===== src/rtl/rfg_params.svh =====
`ifndef RFG_PARAMS_SVH
`define RFG_PARAMS_SVH
// Register indices (printed offsets are not multiples of four)
`define RFG_IDX_GUARD_LOW 8'h32
`define RFG_IDX_FRAME_FMT 8'h33
`define RFG_IDX_SOF_DET 8'h34
`define RFG_IDX_RX_CTRL 8'h35
`define RFG_IDX_GUARD_CTRL 8'h31
`define RFG_IDX_EOF_SYM 8'h3A
`define RFG_IDX_ERROR 8'h3B
// Reset values
`define RFG_RST_GUARD_CTRL 8'hC0
`define RFG_RST_ZERO 8'h00
// Field positions
`define RFG_GC_ORIGIN 7
`define RFG_GC_UNIT 6
`define RFG_GC_HI_MSB 5
`define RFG_GC_HI_LSB 3
`define RFG_FF_TXPAR 7
`define RFG_FF_RXPAR 6
`define RFG_FF_STOP_MSB 3
`define RFG_FF_STOP_LSB 2
`define RFG_FF_START_MSB 1
`define RFG_FF_START_LSB 0
`define RFG_SD_SOF_EN 5
`define RFG_SD_SOF_SEEN 4
`define RFG_SD_SUBCARRIER_IRQ_ENABLE 2
`define RFG_SD_SUBC_SEEN 1
`define RFG_SD_SUBC_LIVE 0
`define RFG_RC_PARTIAL 7
`define RFG_RC_MULTI 6
`define RFG_RC_EOFTYPE 5
`define RFG_RC_GAPCHK 4
`define RFG_RC_EMD 3
`define RFG_RC_BAUD_MSB 2
`define RFG_RC_BAUD_LSB 0
// Timing: one carrier guard unit is 16 carrier periods
`define RFG_CARRIER_PER_UNIT 16
`define RFG_CARRIER_KHZ 13560
`define RFG_PCLK_KHZ 250000
`define RFG_UNIT_CYCLES ((`RFG_CARRIER_PER_UNIT * `RFG_PCLK_KHZ) / `RFG_CARRIER_KHZ)
`define RFG_EMD_BYTES 3'h3
`define RFG_GAP_LIMIT 12'h0_200
`endif


===== src/rtl/rfg_pkg.sv =====
package rfg_pkg;
    typedef enum logic [1:0] {
        RFG_SYM_NONE,
        RFG_SYM_0,
        RFG_SYM_1,
        RFG_SYM_2
    } rfg_sym_t;
    typedef enum logic [1:0] {
        RFG_TX_IDLE,
        RFG_TX_START,
        RFG_TX_DATA,
        RFG_TX_STOP
    } rfg_tx_state_t;
endpackage


===== src/rtl/rfg_guard_timer.sv =====
`timescale 1ns/1ps
`default_nettype none
`include "rfg_params.svh"
// Guard counter: counts the 11-bit value down in the chosen unit
module rfg_guard_timer (
    input wire logic pclk,
    input wire logic presetn,
    input wire logic pce,
    input wire logic load,
    input wire logic [10:0] guard_value,
    input wire logic unit_bits,
    input wire logic half_bit_tick,
    output logic busy
);
    import rfg_pkg::*;
    logic [10:0] remain;
    logic [8:0] pre;
    // Carrier unit tick from a prescaler wide enough for the unit count
    wire carrier_tick = (pre == 9'(`RFG_UNIT_CYCLES - 1));
    wire unit_tick = unit_bits ? half_bit_tick : carrier_tick;
    always_ff @(posedge pclk or negedge presetn) begin
        if (!presetn) begin
            pre <= 9'h000;
        end else if (pce) begin
            pre <= (load || carrier_tick) ? 9'h000 : pre + 9'h001;
        end
    end
    always_ff @(posedge pclk or negedge presetn) begin
        if (!presetn) begin
            remain <= 11'h000;
        end else if (pce) begin
            if (load) begin
                remain <= guard_value;
            end else if (unit_tick && remain != 11'h000) begin
                remain <= remain - 11'h001;
            end
        end
    end
    assign busy = (remain != 11'h000);
endmodule
`default_nettype wire


===== src/rtl/rfg_parity.sv =====
`timescale 1ns/1ps
`default_nettype none
// Odd parity over one byte
module rfg_parity (
    input wire logic [7:0] data,
    output logic odd_bit
);
    assign odd_bit = ~(^data);
endmodule
`default_nettype wire


===== src/rtl/rfg_frame_guard.sv =====
`timescale 1ns/1ps
`default_nettype none
`include "rfg_params.svh"
module rfg_frame_guard (
    input wire logic pclk,
    input wire logic presetn,
    input wire logic pce,
    input wire logic psel,
    input wire logic penable,
    input wire logic pwrite,
    input wire logic [31:0] paddr,
    input wire logic [31:0] pwdata,
    output logic [31:0] prdata,
    output logic pready,
    output logic pslverr,
    input wire logic tx_request,
    input wire logic [7:0] tx_byte,
    input wire logic tx_last,
    input wire logic tx_byte_done,
    input wire logic half_bit_tick,
    input wire logic rx_sof,
    input wire logic rx_subcarrier,
    input wire logic rx_byte_valid,
    input wire logic [8:0] rx_byte,
    input wire logic rx_partial,
    input wire logic rx_error,
    input wire logic rx_end,
    input wire logic rx_char_gap,
    input wire logic crc_enable,
    output logic tx_start,
    output rfg_pkg::rfg_sym_t tx_symbol,
    output logic tx_symbol_valid,
    output logic [8:0] tx_word,
    output logic tx_word_valid,
    output logic rx_parity_error,
    output logic fifo_write,
    output logic [7:0] fifo_data,
    output logic fifo_reset,
    output logic rx_active,
    output logic rx_irq,
    output logic rx_frame_start_interrupt,
    output logic protocol_error,
    output logic eof_check_enable,
    output logic eof_type_b,
    output logic [2:0] rx_baud_code
);
    import rfg_pkg::*;
    // ========================================
    // Register bus
    logic [7:0] guard_low, guard_ctrl, frame_fmt, sof_det, rx_ctrl, eof_sym, err_reg;
    logic [2:0] emd_count;
    logic [11:0] gap_count;
    logic rx_live, subc_q;
    wire [7:0] reg_idx = paddr[9:2];
    wire acc = psel && penable;
    wire wr = acc && pwrite;
    wire hit_low = reg_idx == `RFG_IDX_GUARD_LOW;
    wire hit_ctl = reg_idx == `RFG_IDX_GUARD_CTRL;
    wire hit_fmt = reg_idx == `RFG_IDX_FRAME_FMT;
    wire hit_sof = reg_idx == `RFG_IDX_SOF_DET;
    wire hit_rxc = reg_idx == `RFG_IDX_RX_CTRL;
    wire hit_eof = reg_idx == `RFG_IDX_EOF_SYM;
    wire hit_err = reg_idx == `RFG_IDX_ERROR;
    wire mapped = hit_low | hit_ctl | hit_fmt | hit_sof | hit_rxc | hit_eof | hit_err;
    wire aligned = paddr[1:0] == 2'b00 && paddr[31:10] == 22'h00_0000;
    wire ok = mapped && aligned;
    // Live subcarrier and status image with reserved bits zero
    wire [7:0] sof_view = {2'b00, sof_det[`RFG_SD_SOF_EN], sof_det[`RFG_SD_SOF_SEEN], 1'b0,
        sof_det[`RFG_SD_SUBCARRIER_IRQ_ENABLE], sof_det[`RFG_SD_SUBC_SEEN], subc_q};
    wire [7:0] rd_byte = hit_low ? guard_low : hit_ctl ? guard_ctrl :
        hit_fmt ? {frame_fmt[7:6], 2'b00, frame_fmt[3:0]} : hit_sof ? sof_view :
        hit_rxc ? rx_ctrl : hit_eof ? eof_sym : hit_err ? err_reg : 8'h00;
    // No wait state: answer registered from setup, ready in first access cycle
    always_ff @(posedge pclk or negedge presetn) begin
        if (!presetn) begin
            pready <= 1'b0;
            pslverr <= 1'b0;
            prdata <= 32'h0000_0000;
        end else if (pce) begin
            pready <= psel && !penable;
            pslverr <= psel && !penable && !ok;
            prdata <= (psel && !penable && ok) ? {24'h00_0000, rd_byte} : 32'h0000_0000;
        end
    end
    wire wr_done = wr && pready && !pslverr;
    // Writable configuration
    always_ff @(posedge pclk or negedge presetn) begin
        if (!presetn) begin
            guard_low <= `RFG_RST_ZERO;
            guard_ctrl <= `RFG_RST_GUARD_CTRL;
            frame_fmt <= `RFG_RST_ZERO;
            rx_ctrl <= `RFG_RST_ZERO;
            eof_sym <= `RFG_RST_ZERO;
        end else if (pce && wr_done) begin
            if (hit_low) guard_low <= pwdata[7:0];
            if (hit_ctl) guard_ctrl <= pwdata[7:0];
            if (hit_fmt) frame_fmt <= {pwdata[7:6], 2'b00, pwdata[3:0]};
            if (hit_rxc) rx_ctrl <= pwdata[7:0];
            if (hit_eof) eof_sym <= pwdata[7:0];
        end
    end
    // ========================================
    // Start-of-frame and subcarrier flags
    wire sof_clr = wr_done && hit_sof && pwdata[`RFG_SD_SOF_SEEN];
    wire subc_clr = wr_done && hit_sof && pwdata[`RFG_SD_SUBC_SEEN];
    always_ff @(posedge pclk or negedge presetn) begin
        if (!presetn) begin
            sof_det <= `RFG_RST_ZERO;
            subc_q <= 1'b0;
        end else if (pce) begin
            subc_q <= rx_subcarrier;
            if (wr_done && hit_sof) begin
                sof_det[`RFG_SD_SOF_EN] <= pwdata[`RFG_SD_SOF_EN];
                sof_det[`RFG_SD_SUBCARRIER_IRQ_ENABLE] <= pwdata[`RFG_SD_SUBCARRIER_IRQ_ENABLE];
            end
            sof_det[`RFG_SD_SOF_SEEN] <= rx_sof | (sof_det[`RFG_SD_SOF_SEEN] & ~sof_clr);
            sof_det[`RFG_SD_SUBC_SEEN] <= rx_subcarrier |
                (sof_det[`RFG_SD_SUBC_SEEN] & ~subc_clr);
        end
    end
    wire next_sof_irq = (rx_sof && sof_det[`RFG_SD_SOF_EN]) ||
        (rx_subcarrier && !subc_q && sof_det[`RFG_SD_SUBCARRIER_IRQ_ENABLE]);
    // ========================================
    // Guard time
    // eleven-bit guard value
    wire [10:0] guard_value = {guard_ctrl[`RFG_GC_HI_MSB:`RFG_GC_HI_LSB], guard_low};
    wire guard_load = guard_ctrl[`RFG_GC_ORIGIN] ? rx_end : (tx_byte_done && tx_last);
    logic guard_busy;
    rfg_guard_timer u_guard (
        .pclk(pclk),
        .presetn(presetn),
        .pce(pce),
        .load(guard_load),
        .guard_value(guard_value),
        .unit_bits(guard_ctrl[`RFG_GC_UNIT]),
        .half_bit_tick(half_bit_tick),
        .busy(guard_busy)
    );
    // ========================================
    // Transmit framing
    rfg_tx_state_t tx_state;
    logic tx_par;
    rfg_parity u_txpar (
        .data(tx_byte),
        .odd_bit(tx_par)
    );
    wire rfg_sym_t start_sel = rfg_sym_t'(frame_fmt[`RFG_FF_START_MSB:`RFG_FF_START_LSB]);
    wire rfg_sym_t stop_sel = rfg_sym_t'(frame_fmt[`RFG_FF_STOP_MSB:`RFG_FF_STOP_LSB]);
    wire go = tx_request && !guard_busy && !guard_load;
    always_ff @(posedge pclk or negedge presetn) begin
        if (!presetn) begin
            tx_state <= RFG_TX_IDLE;
            tx_start <= 1'b0;
            tx_symbol <= RFG_SYM_NONE;
            tx_symbol_valid <= 1'b0;
        end else if (pce) begin
            tx_start <= 1'b0;
            tx_symbol_valid <= 1'b0;
            unique case (tx_state)
                RFG_TX_IDLE: begin
                    if (go) begin
                        tx_start <= 1'b1;
                        tx_state <= RFG_TX_START;
                    end
                end
                RFG_TX_START: begin
                    tx_symbol <= start_sel;
                    tx_symbol_valid <= start_sel != RFG_SYM_NONE;
                    tx_state <= RFG_TX_DATA;
                end
                RFG_TX_DATA: begin
                    if (tx_byte_done && tx_last) tx_state <= RFG_TX_STOP;
                end
                RFG_TX_STOP: begin
                    tx_symbol <= stop_sel;
                    tx_symbol_valid <= stop_sel != RFG_SYM_NONE;
                    tx_state <= RFG_TX_IDLE;
                end
            endcase
        end
    end
    always_ff @(posedge pclk or negedge presetn) begin
        if (!presetn) begin
            tx_word <= 9'h000;
            tx_word_valid <= 1'b0;
        end else if (pce) begin
            tx_word_valid <= tx_state == RFG_TX_DATA && tx_byte_done;
            tx_word <= frame_fmt[`RFG_FF_TXPAR] ? {tx_par, tx_byte} : {1'b0, tx_byte};
        end
    end
    // ========================================
    // Receive control
    logic rx_par;
    rfg_parity u_rxpar (
        .data(rx_byte[7:0]),
        .odd_bit(rx_par)
    );
    wire use_parity = frame_fmt[`RFG_FF_RXPAR];
    wire par_bad = rx_byte_valid && use_parity && !rx_partial && (rx_par != rx_byte[8]);
    wire emd_on = rx_ctrl[`RFG_RC_EMD];
    wire multi = rx_ctrl[`RFG_RC_MULTI];
    wire in_emd = emd_on && emd_count < `RFG_EMD_BYTES;
    wire bad_now = rx_error || par_bad;
    // early error discards and resets FIFO
    wire emd_hit = in_emd && bad_now;
    wire emd_short = in_emd && rx_end;
    // partial bytes pass only when allowed with checksum on
    wire keep_byte = rx_byte_valid && !emd_hit &&
        (!rx_partial || !crc_enable || rx_ctrl[`RFG_RC_PARTIAL]);
    // extra guard time checked for type B
    wire gap_long = rx_ctrl[`RFG_RC_GAPCHK] && rx_ctrl[`RFG_RC_EOFTYPE] &&
        gap_count == `RFG_GAP_LIMIT;
    always_ff @(posedge pclk or negedge presetn) begin
        if (!presetn) begin
            emd_count <= 3'h0;
            gap_count <= 12'h000;
            rx_live <= 1'b0;
            err_reg <= `RFG_RST_ZERO;
        end else if (pce) begin
            if (rx_sof || emd_hit) emd_count <= 3'h0;
            else if (rx_byte_valid && emd_count < `RFG_EMD_BYTES) emd_count <= emd_count + 3'h1;
            gap_count <= (rx_char_gap && !gap_long) ? gap_count + 12'h001 : 12'h000;
            if (rx_sof) rx_live <= 1'b1;
            else if (rx_end && !multi) rx_live <= 1'b0;
            if (rx_sof) err_reg <= 8'h00;
            else err_reg <= err_reg | {5'b0, gap_long, par_bad, rx_error && !emd_hit};
        end
    end
    // Registered receive outputs
    always_ff @(posedge pclk or negedge presetn) begin
        if (!presetn) begin
            fifo_write <= 1'b0;
            fifo_data <= 8'h00;
            fifo_reset <= 1'b0;
            rx_irq <= 1'b0;
            rx_parity_error <= 1'b0;
            protocol_error <= 1'b0;
            rx_frame_start_interrupt <= 1'b0;
        end else if (pce) begin
            // error copy appended at stream end
            fifo_write <= keep_byte || (rx_end && multi && !emd_short);
            fifo_data <= keep_byte ? rx_byte[7:0] : err_reg;
            fifo_reset <= emd_hit;
            rx_irq <= rx_end && !emd_short && !emd_hit;
            rx_parity_error <= par_bad;
            protocol_error <= gap_long;
            rx_frame_start_interrupt <= next_sof_irq;
        end
    end
    always_ff @(posedge pclk or negedge presetn) begin
        if (!presetn) begin
            eof_type_b <= 1'b0;
            eof_check_enable <= 1'b0;
            rx_baud_code <= 3'h0;
            rx_active <= 1'b0;
        end else if (pce) begin
            eof_type_b <= rx_ctrl[`RFG_RC_EOFTYPE];
            eof_check_enable <= rx_ctrl[`RFG_RC_EOFTYPE] || (eof_sym[1:0] != 2'b00);
            rx_baud_code <= rx_ctrl[`RFG_RC_BAUD_MSB:`RFG_RC_BAUD_LSB];
            rx_active <= rx_live;
        end
    end
    // ========================================
    // Checks
    // flag set after detection
    sof_sticky_a: assert property (@(posedge pclk) disable iff (!presetn)
        pce && rx_sof |=> sof_det[`RFG_SD_SOF_SEEN])
        else $error("start flag not set");
    subc_sticky_a: assert property (@(posedge pclk) disable iff (!presetn)
        pce && rx_subcarrier |=> sof_det[`RFG_SD_SUBC_SEEN])
        else $error("subcarrier flag not set");
    guard_hold_a: assert property (@(posedge pclk) disable iff (!presetn)
        pce && guard_busy && tx_state == RFG_TX_IDLE |=> !tx_start)
        else $error("transmit began during guard");
    sof_irq_a: assert property (@(posedge pclk) disable iff (!presetn)
        pce && rx_sof && sof_det[`RFG_SD_SOF_EN] |=> rx_frame_start_interrupt)
        else $error("frame start interrupt missing");
    emd_noirq_a: assert property (@(posedge pclk) disable iff (!presetn)
        pce && emd_short |=> !rx_irq)
        else $error("receive interrupt in disturbance case");
    emd_reset_a: assert property (@(posedge pclk) disable iff (!presetn)
        pce && emd_hit |=> fifo_reset && !fifo_write)
        else $error("early error not discarded");
    eof_skip_a: assert property (@(posedge pclk) disable iff (!presetn)
        pce && !rx_ctrl[`RFG_RC_EOFTYPE] && eof_sym[1:0] == 2'b00 |=> !eof_check_enable)
        else $error("end check not skipped");
    tx_parity_a: assert property (@(posedge pclk) disable iff (!presetn)
        pce && frame_fmt[`RFG_FF_TXPAR] |=> tx_word[8] == ~(^tx_word[7:0]))
        else $error("transmit parity wrong");
endmodule
`default_nettype wire


===== config.mk =====
export PLATFORM = sky130hd
export DESIGN_NAME = rfg_frame_guard
export DESIGN_NICKNAME = d
export VERILOG_FILES = /design/src/rtl/rfg_pkg.sv /design/src/rtl/rfg_guard_timer.sv /design/src/rtl/rfg_parity.sv /design/src/rtl/rfg_frame_guard.sv
export VERILOG_INCLUDE_DIRS = /design/src /design/src/rtl
export SDC_FILE = /design/constraint.sdc
export NUM_CORES = 1
export LEC_CHECK = 0
export ABC_CLOCK_PERIOD_IN_PS = 3950
export BUFFER_PORTS_ARGS = -buffer_cell sky130_fd_sc_hd__buf_2
export CORE_UTILIZATION = 58
export CTS_CLUSTER_SIZE = 28
export DETAILED_ROUTE_END_ITERATION = 12
export GPL_ROUTABILITY_DRIVEN = 0
export GPL_TIMING_DRIVEN = 0
export MAX_ROUTING_LAYER = met4
export PLACE_DENSITY = 0.84
export SYNTH_ARGS = -nofsm -noshare
export SYNTH_HDL_FRONTEND = slang
export SYNTH_SLANG_ARGS = --single-unit

===== constraint.sdc =====
create_clock -name pclk -period 3.95 [get_ports pclk]
set_input_delay 0.1975 -clock pclk [delete_from_list [all_inputs] [get_ports pclk]]
set_output_delay 0.1975 -clock pclk [all_outputs]
set_load 0.01 [all_outputs]

==> run_results.csv, run 1 <==
group,metric,value,unit
logic_synthesis,yosysUniqueCellTypes,65,
sta,fmaxAchievable,431.4,MHz
floorplanning,row_count,39,
routing,drc,0,
pwr,pwr-share-clk,40.6,%
finish,final_common_cell,"dfrtp_1",
sta,hold_violations,0,
critical_path,worstPathCellList,"inv_1, ha_1, nand4bb_1, o211ai_2, o21a_1, and2_1, buf_2, mux2_2",
run_status,status,"finished, final reports clean",
floorplanning,dieHeight,109.9,µm
finish,final_cell_mix,"dfrtp_1, buf_2, mux2_2",
floorplanning,core,11370,µm²
finish,largest_reg_flops,12,
pwr,p_total,3.742,mW
critical_path,crit_fanout,9,
clocking,cts_tree,"done",
floorplanning,die_area,12070,µm²
logic_synthesis,syn_area_per_cell,10.43,µm²
grt,gr-usage-met2,53.62,%
routing,routed_via_density,6.205,
clocking,clk_pin_slew,0.06,ns
finish,reg_top3,"gap_count (12), u_guard.remain (11)",
critical_path,worstSetupStartpointType,"flop",
logic_synthesis,syn-cell-area,6749,µm²
sta,slew_violations,0,
sta,rsz0062_at_grt,"false",
floorplanning,start_util,59.36,%
floorplanning,die_w,109.9,µm
placed_design,numPortBuffers,116,
routing,drt-initial-drc-count,384,
logic_synthesis,synth_ff_type,"dfrtp_1",
finish,regMostFlops,"gap_count",
sta,setup_tns,0,ns
grt,grt_pass1_wl,28940,µm
finish,drive_above_1_share,29.79,%
critical_path,cp-end-kind,"flop",
grt,grt_max_degree,96,
grt,grt_usage,33.16,%
logic_synthesis,synth-edff-count,0,
finish,final_area,8209,µm²
pwr,power_switching,1.104,mW
routing,drt_wl_total,18300,µm
finish,syn_to_final_growth,21.64,%
sta,setup_ws,1.632,ns
sta,skew,0.004710,ns
critical_path,critPathRequiredTime,4.25,ns
pwr,vdd_ir_drop_max,0.2715,mV
finish,regArea,3206,µm²
sta,setup_viol,0,
routing,wl_per_cell,19.02,µm
sta,fin_crit,2.318,ns
logic_synthesis,seq_area_frac_synth,47.50,%
logic_synthesis,synth_cells,647,
grt,grt_pass1_vias,5864,
pwr,swShare,29.50,%
clocking,cts_setup_buffers,0,
pwr,pwr-share-comb,17.7,%
critical_path,crit_type,"reg2reg",
finish,finalNetCount,918,
finish,fill_cells,767,
grt,met1_usage,40.28,%
pwr,p_leak,4.011,nW
floorplanning,io_pins,167,
grt,antenna_found_initial,0,
finish,antenna_cells,0,
critical_path,slowest_stage,"o211ai_2",
sta,period_share,58.68,%
grt,busiest_layer,"met2",
logic_synthesis,ys_warn_count,0,
grt,grtUsageMet3,7.172,%
pwr,powerDensity,455.9,nW/µm²
sta,hold_ws,0.02957,ns
critical_path,critPathMaxStageDelay,0.44,ns
routing,num_vias,5969,
placed_design,dp_cells,930,
grt,gr-total-overflow,0,
placed_design,dpl_cell_area,7629,µm²
routing,drtAntennaViolNets,0,
job,maxCapViolations,0,
placed_design,hpwlAfterDp,12890,µm
clocking,htree_levels,4,
finish,fin_util,72.20,%
clocking,cts_buffers,17,
logic_synthesis,ys_ff_latch,128,
finish,multi_input_area,3236,µm²
clocking,hold_buffers,1,
clocking,clock_latency,0.42,ns
clocking,clockBufferDepth,2,
clocking,ctsResizeCount,0,
sta,tightest_slew,0.6683,ns
pwr,pwr-share-seq,41.7,%
pwr,p_int,2.639,mW
routing,dr.pass1.iters,5,
critical_path,crit_arrival,2.62,ns
logic_synthesis,synth-async-reset-ratio,100.0,%
finish,instances_no_fill,962,
clocking,cts_root_buffer,"clkbuf_16",
placed_design,dp_slack,1.802,ns
sta,slew_headroom,55.45,%
min_path,hold_class,"in2reg",
clocking,cts.sink_count,128,
## worst paths after layout
path,startpoint,end,slack [ns],cells past startpoint
setup / recovery,u_guard.pre[1],u_guard.remain[1],1.63,8
setup reg to reg,u_guard.pre[1],u_guard.remain[1],1.63,8
hold reg to reg,protocol_error,protocol_error,0.48,1
min in group asynchronous,presetn,fifo_data[4],0.24,2
hold / removal,rx_byte[4],fifo_data[4],0.03,3
max in group asynchronous,presetn,guard_ctrl[6],2.94,3
## critical path, delay by kind of cell, from the launching register on
family,cells,cell delay (ns)
buf+inv,2,0.31
mux,1,0.36
simple gates,2,0.32
compound gates,2,0.65
flops,1,0.40
fa+ha+maj,1,0.16
## cell type report
class / instances / area share, %
clock buffer: 17 / 5.182
timing repair buffer: 118 / 7.606
clock inverter: 14 / 1.768
inverter: 24 / 1.097
multi-input combinational: 464 / 39.41
buffer: 54 / 3.704
tap: 143 / 2.180
sequential: 128 / 39.05
## power by group through the flow
stage	Sequential (mW)	Clock, mW	Combinational [mW]
6_report	1.56	1.52	0.663
5_1_grt	1.57	1.59	0.733
4_1_cts	1.55	1.53	0.657
3_5_place_dp	1.57	0	0.644
3_3_place_gp	1.56	0	0.602
2_1_floorplan	1.56	0	0.412
## cells in the mapped netlist, types with 8 or more instances
cell type  instances  area [µm²]
a21oi_1           29       145.1
a22o_1            10       87.58
a31oi_1           13       81.33
and3_1            10       62.56
buf_4             24       180.2
clkbuf_1          21       78.83
dfrtp_1          126        3153
ha_1              12       150.1
inv_1             24       90.09
mux2_2            61       686.9
nand2_1           42       157.7
nand2b_1           8       50.05
nand3_1           22       110.1
nand4_1           11       68.82
nor2_1            39       146.4
nor2b_1            8       50.05
nor3_1            12       60.06
nor4_1             9       56.30
o21ai_0           22       110.1
o22ai_1           15       93.84
o2bb2ai_1         18       157.7
xnor2_1           16       140.1
## cells by family after synthesis
family | count (synthesis) | synth area share [%]
other cells | 1 | 0.05556
compound gates | 148 | 15.13
xor+xnor | 24 | 3.763
buf+inv | 78 | 5.840
flops | 128 | 47.50
fa+ha+maj | 12 | 2.225
mux | 62 | 10.33
simple gates | 194 | 15.17
## metal layers
| metal | part of all wire, % | wire, µm | up-vias |
|---|---|---|---|
| met5 | 0 | 0 | - |
| met4 | 3.0 | 548 | 0 |
| met3 | 7.7 | 1411 | 59 |
| met2 | 49 | 8944 | 333 |
| met1 | 40 | 7395 | 2939 |
| li1 | - | - | 2638 |
Note: power is estimated with default switching activity, not from simulation.
==> inputs of run 2 (changes only) <==
--- a/config.mk
+++ b/config.mk
@@ -6,15 +6,15 @@
 export SDC_FILE = /design/constraint.sdc
 export NUM_CORES = 1
 export LEC_CHECK = 0
-export ABC_CLOCK_PERIOD_IN_PS = 3950
+export ABC_CLOCK_PERIOD_IN_PS = 2100
 export BUFFER_PORTS_ARGS = -buffer_cell sky130_fd_sc_hd__buf_2
-export CORE_UTILIZATION = 58
+export CORE_UTILIZATION = 49
 export CTS_CLUSTER_SIZE = 28
 export DETAILED_ROUTE_END_ITERATION = 12
 export GPL_ROUTABILITY_DRIVEN = 0
 export GPL_TIMING_DRIVEN = 0
 export MAX_ROUTING_LAYER = met4
-export PLACE_DENSITY = 0.84
+export PLACE_DENSITY = 0.75
 export SYNTH_ARGS = -nofsm -noshare
 export SYNTH_HDL_FRONTEND = slang
 export SYNTH_SLANG_ARGS = --single-unit
==> constraint.sdc (replaced) <==
create_clock -name pclk -period 2.1 [get_ports pclk]
set_input_delay 0.105 -clock pclk [delete_from_list [all_inputs] [get_ports pclk]]
set_output_delay 0.105 -clock pclk [all_outputs]
set_load 0.01 [all_outputs]
==> run 2 against run 1 <==
Against the previous run: hold slack worse by 0.021 ns; power up 93%; via count down 1.0%; first-iteration DRC count rose by 8.6%; utilization shrank 8.7 points; clock power increased by 98%; routed wire length fell by 0.43%; critical path depth down 1; count of clock-buffer cells in the layout up 6; sequential power up 88%; critical path type unchanged; critical endpoint is now u_guard.remain[6]; largest power group is now the clock network.
==> run_results.csv, run 2 (synthesis results as in run 1) <==
group,metric,value,unit
grt,grt_usage,27.50,%
routing,drt-initial-drc-count,417,
placed_design,numPortBuffers,116,
sta,tightest_slew,0.7183,ns
pwr,p_leak,4.117,nW
grt,grt_pass1_vias,5947,
clocking,htree_levels,4,
critical_path,rr_worst_depth,7,
critical_path,critPathRequiredTime,2.40,ns
job,maxCapViolations,0,
routing,routed_via_density,5.843,
floorplanning,die_w,119.4,µm
clocking,cts_root_buffer,"clkbuf_16",
finish,largest_reg_flops,12,
grt,grt_pass1_wl,29210,µm
floorplanning,dieHeight,119.4,µm
sta,slew_headroom,52.11,%
routing,drc,0,
placed_design,hpwlAfterDp,12920,µm
critical_path,crit_buf_inv,2,
sta,hold_ws,0.009036,ns
clocking,clock_latency,0.42,ns
clocking,cts_tree,"done",
floorplanning,start_util,50.56,%
finish,finalNetCount,933,
critical_path,crit_fanout,10,
clocking,clk_pin_slew,0.06,ns
critical_path,r2r_start,"guard_ctrl[7]",
pwr,vdd_ir_drop_max,0.5391,mV
min_path,min_path_cells,3,
floorplanning,io_pins,167,
routing,drt_wl_total,18220,µm
pwr,p_total,7.216,mW
min_path,hp-start,"rx_char_gap",
routing,num_vias,5907,
sta,setup_tns,0,ns
sta,fin_crit,2.057,ns
finish,antenna_cells,0,
critical_path,worstSetupStartpointType,"flop",
finish,final_cell_mix,"dfrtp_1, buf_2, mux2_2",
critical_path,r2r_end,"u_guard.remain[6]",
sta,fmaxAchievable,486.1,MHz
clocking,clockBufferDepth,2,
finish,syn_to_final_growth,25.60,%
sta,hold_violations,0,
min_path,hold_class,"in2reg",
finish,reg_top3,"gap_count (12), u_guard.remain (11)",
pwr,powerDensity,851.3,nW/µm²
clocking,cts_buffers,17,
routing,wl_per_cell,18.02,µm
critical_path,r2r_slack,0.04,ns
floorplanning,row_count,42,
sta,slew_violations,0,
finish,drive_above_1_share,30.30,%
clocking,cts.sink_count,128,
sta,setup_viol,0,
floorplanning,die_area,14250,µm²
critical_path,crit_type,"reg2reg",
critical_path,critPathTopFamily,"simple AND/OR/NAND/NOR gates",
critical_path,worstPathCellList,"nand3b_1, and2_2, clkbuf_2, buf_2, nand3_1, o21ai_0, a21oi_1",
finish,final_common_cell,"dfrtp_1",
critical_path,critPathMaxStageDelay,0.57,ns
sta,skew,0.006128,ns
floorplanning,core,13350,µm²
routing,dr.pass1.iters,7,
run_status,status,"finished, final reports clean",
min_path,hold-path-endpoint,"gap_count[4]",
critical_path,cp-end-kind,"flop",
sta,rsz0062_at_grt,"true",
critical_path,crit_arrival,2.36,ns
grt,grt_max_degree,81,
grt,antenna_found_initial,0,
routing,drtAntennaViolNets,0,
sta,period_share,97.96,%
grt,gr-total-overflow,0,
finish,regMostFlops,"gap_count",
critical_path,slowest_stage,"dfstp_2",
## run 2: timing repair
| item | CTS | global route |
|---|---|---|
| hold buffers | 16 | 0 |
| pin swaps | 0 | 1 |
| setup buffers | 0 | 1 |
| resized for setup | 3 | 7 |
| setup endpoints to repair | 9 | 33 |
| hold endpoints to repair | 64 | 0 |
## run 2: worst max path at each step
| stage | endpoint | start | slack [ns] | cells after the start |
|---|---|---|---|---|
| after floorplan | u_guard.remain[1] | u_guard.pre[1] | 0.22 | 8 |
| after global placement | u_guard.remain[5] | presetn | -0.64 | 1 |
| after detailed placement | u_guard.remain[6] | guard_ctrl[7] | -0.14 | 7 |
| after CTS | u_guard.remain[1] | u_guard.pre[1] | -0.05 | 8 |
| after global routing | u_guard.remain[4] | u_guard.remain[0] | -0.04 | 7 |
| final | u_guard.remain[6] | guard_ctrl[7] | 0.04 | 7 |
## run 2: worst register-to-register path, stage by stage (launching register included)
cell and delay, ns:
dfstp_2 0.57, nand3b_1 0.24, and2_2 0.26, clkbuf_2 0.23, buf_2 0.25, nand3_1 0.14
o21ai_0 0.13, a21oi_1 0.11
## run 2: layout make-up
class / count / area (µm²)
plain buffers: 53 / 306.5
clock buffers: 23 / 508.0
clock inverters: 9 / 103.9
fillers: 1039 / 4871
inverters: 24 / 90.09
multi-input cells: 464 / 3261
flip-flops and latches: 128 / 3206
well taps: 176 / 220.2
repair buffers: 134 / 782.0
## run 2: power by group
group          switching [mW]  leakage, nW  internal (mW)  total [mW]
Combinational           0.711         2.13          0.563        1.27
Sequential              0.244         1.69           2.69        2.93
Clock                    1.08        0.301           1.93        3.01
## run 2: through the flow
stage	worst slack (ns)	instances	util, %	cell area (µm²)
4_1_cts	-0.04890	1011	63.27	8446
3_5_place_dp	-0.1438	963	57.46	7670
6_report	0.04280	1011	63.51	8477
3_3_place_gp	-0.6403	962	57.21	7636
5_1_grt	-0.04343	1011	63.51	8477
2_1_floorplan	0.2201	670	-	6835
## run 2: per-layer routing
metal  share of wire, %  wire length [µm]  track usage [%]
met1                 41              7550            33.41
met2                 47              8571            43.10
met3                7.7              1401            5.699
met4                3.8               697            14.92
met5                  0                 0                -
==> inputs of run 3 (changes only) <==
--- a/config.mk
+++ b/config.mk
@@ -6,13 +6,13 @@
 export SDC_FILE = /design/constraint.sdc
 export NUM_CORES = 1
 export LEC_CHECK = 0
-export ABC_CLOCK_PERIOD_IN_PS = 2100
 export BUFFER_PORTS_ARGS = -buffer_cell sky130_fd_sc_hd__buf_2
 export CORE_UTILIZATION = 49
 export CTS_CLUSTER_SIZE = 28
 export DETAILED_ROUTE_END_ITERATION = 12
 export GPL_ROUTABILITY_DRIVEN = 0
 export GPL_TIMING_DRIVEN = 0
+export HOLD_SLACK_MARGIN = 0.06
 export MAX_ROUTING_LAYER = met4
 export PLACE_DENSITY = 0.75
 export SYNTH_ARGS = -nofsm -noshare
==> run 3 against run 2 <==
Against the previous run: critical endpoint unchanged; register-to-register slack lost 0.02 ns; non-clock buffer count rose by 16; sequential share of layout area decreased by 0.70 points; global-route usage rose by 0.22 points; combinational power about the same; largest cell class unchanged; critical path type unchanged; worst setup slack got worse by 0.015 ns; power about the same; cell area increased by 1.9%; hold slack gained 0.093 ns; critical path depth stayed put; flip-flop and latch count is the same.
==> run_results.csv, run 3 (synthesis results as in run 1) <==
group,metric,value,unit
critical_path,critPathTopFamily,"simple AND/OR/NAND/NOR gates",
clocking,cts.sink_count,128,
critical_path,crit_type,"reg2reg",
sta,period_share,98.68,%
pwr,pwr-share-clk,41.4,%
sta,rsz0062_at_grt,"true",
pwr,p_leak,4.188,nW
run_status,status,"finished, final reports clean",
placed_design,numPortBuffers,116,
job,maxCapViolations,0,
finish,final_common_cell,"dfrtp_1",
pwr,powerDensity,836.3,nW/µm²
critical_path,r2r_slack,0.03,ns
routing,num_vias,5938,
clocking,clockBufferDepth,2,
finish,largest_reg_flops,12,
floorplanning,die_w,119.4,µm
sta,hold_violations,0,
grt,grt_usage,27.71,%
finish,final_area,8637,µm²
pwr,pwr-share-seq,40.6,%
floorplanning,row_count,42,
pwr,swShare,28.02,%
pwr,pwr-share-comb,18.0,%
critical_path,crit_arrival,2.37,ns
critical_path,worstSetupStartpointType,"flop",
placed_design,hpwlAfterDp,12920,µm
pwr,power_switching,2.024,mW
min_path,hold_class,"in2reg",
routing,drt-initial-drc-count,458,
routing,drtAntennaViolNets,0,
critical_path,crit_fanout,10,
sta,tightest_slew,0.7104,ns
sta,skew,0.007683,ns
finish,finalNetCount,949,
critical_path,critPathMaxStageDelay,0.58,ns
routing,dr.pass1.iters,7,
pwr,vdd_ir_drop_max,0.5368,mV
grt,antenna_found_initial,0,
finish,multi_input_area,3261,µm²
sta,slew_violations,0,
routing,drt_wl_total,18330,µm
finish,drive_above_1_share,29.73,%
routing,wl_per_cell,17.85,µm
floorplanning,io_pins,167,
finish,regMostFlops,"gap_count",
routing,routed_via_density,5.782,
critical_path,crit_buf_inv,2,
sta,fin_crit,2.072,ns
grt,grt_pass1_wl,29480,µm
finish,reg_top3,"gap_count (12), u_guard.remain (11)",
floorplanning,core,13350,µm²
critical_path,slowest_stage,"dfstp_2",
pwr,p_int,5.199,mW
floorplanning,die_area,14250,µm²
clocking,cts_root_buffer,"clkbuf_16",
finish,final_cell_mix,"dfrtp_1, buf_2, mux2_2",
clocking,htree_levels,4,
grt,grt_max_degree,81,
finish,antenna_cells,0,
critical_path,worstPathCellList,"nand3b_1, and2_2, clkbuf_2, buf_2, nand3_1, o21ai_0, a21oi_1",
sta,fmaxAchievable,482.5,MHz
clocking,clk_pin_slew,0.06,ns
routing,drc,0,
finish,regArea,3206,µm²
clocking,cts_buffers,17,
finish,fill_cells,1018,
grt,gr-total-overflow,0,
floorplanning,start_util,50.56,%
pwr,p_total,7.223,mW
grt,grt_pass1_vias,6002,
sta,slew_headroom,52.64,%
critical_path,cp-end-kind,"flop",
clocking,cts_tree,"done",
finish,syn_to_final_growth,27.98,%
sta,setup_viol,0,
clocking,clock_latency,0.42,ns
placed_design,dpl_cell_area,7670,µm²
floorplanning,dieHeight,119.4,µm
critical_path,critPathRequiredTime,2.40,ns
run 3: changes by cell type in the layout (fill, tap and decap cells not counted), sizes merged:
cell | previous run | this run
dlygate4sd3 | 16 | 32
run 3: power groups by stage:
stage          combinational (mW)  clock [mW]  sequential [mW]
2_1_floorplan               0.775           0             2.93
3_3_place_gp                 1.14           0             2.94
3_5_place_dp                 1.21           0             2.95
4_1_cts                      1.27        3.02             2.91
5_1_grt                      1.43        3.14             2.95
6_report                     1.30        2.99             2.93
run 3: cell type report:
cell class | count | area share (%)
Sequential cell | 128 | 37.11
Inverter | 24 | 1.043
Tap cell | 176 | 2.550
Buffer | 53 | 3.549
Clock inverter | 9 | 1.202
Timing Repair Buffer | 150 | 10.91
Multi-Input combinational cell | 464 | 37.75
Clock buffer | 23 | 5.882
run 3: timing repair:
| action | CTS | global route |
|---|---|---|
| pin swaps | 0 | 1 |
| resized for setup | 3 | 7 |
| setup buffers | 0 | 1 |
| hold buffers | 32 | 0 |
| endpoints found under the hold margin | 102 | 0 |
| setup endpoints to repair | 9 | 33 |
run 3: per-stage QoR:
step                utilization [%]  hold slack, ns  std cells  TNS (ns)  setup slack, ns
detailed placement            57.46         0.07408        963   -0.5870          -0.1438
CTS                           64.47         0.08545       1027  -0.04890         -0.04890
finish                        64.71          0.1019       1027         0          0.02764
global placement              57.21          0.3578        962    -79.32          -0.6403
global route                  64.71         0.07718       1027   -0.1078         -0.04343
floorplan                         -         -0.1906        670         0           0.2201
run 3: layer usage:
layer | GRT usage, % | routed length [µm]
met3 | 5.843 | 1330
met1 | 33.57 | 7627
met2 | 43.24 | 8700
met5 | - | 0
met4 | 15.55 | 671
run 3: final timing paths:
kind | start | endpoint | depth (start not counted)
min reg2reg | protocol_error | protocol_error | 1
max reg2reg | guard_ctrl[7] | u_guard.remain[6] | 7
max in group asynchronous | presetn | guard_ctrl[6] | 3
min in group asynchronous | presetn | tx_word[4] | 2
min | pwdata[6] | guard_low[6] | 2
max | guard_ctrl[7] | u_guard.remain[6] | 7
run 3: worst register-to-register path, stage by stage, from the launching register on:
cell	delay [ns]
dfstp_2	0.58
nand3b_1	0.24
and2_2	0.26
clkbuf_2	0.23
buf_2	0.25
nand3_1	0.14
o21ai_0	0.13
a21oi_1	0.11
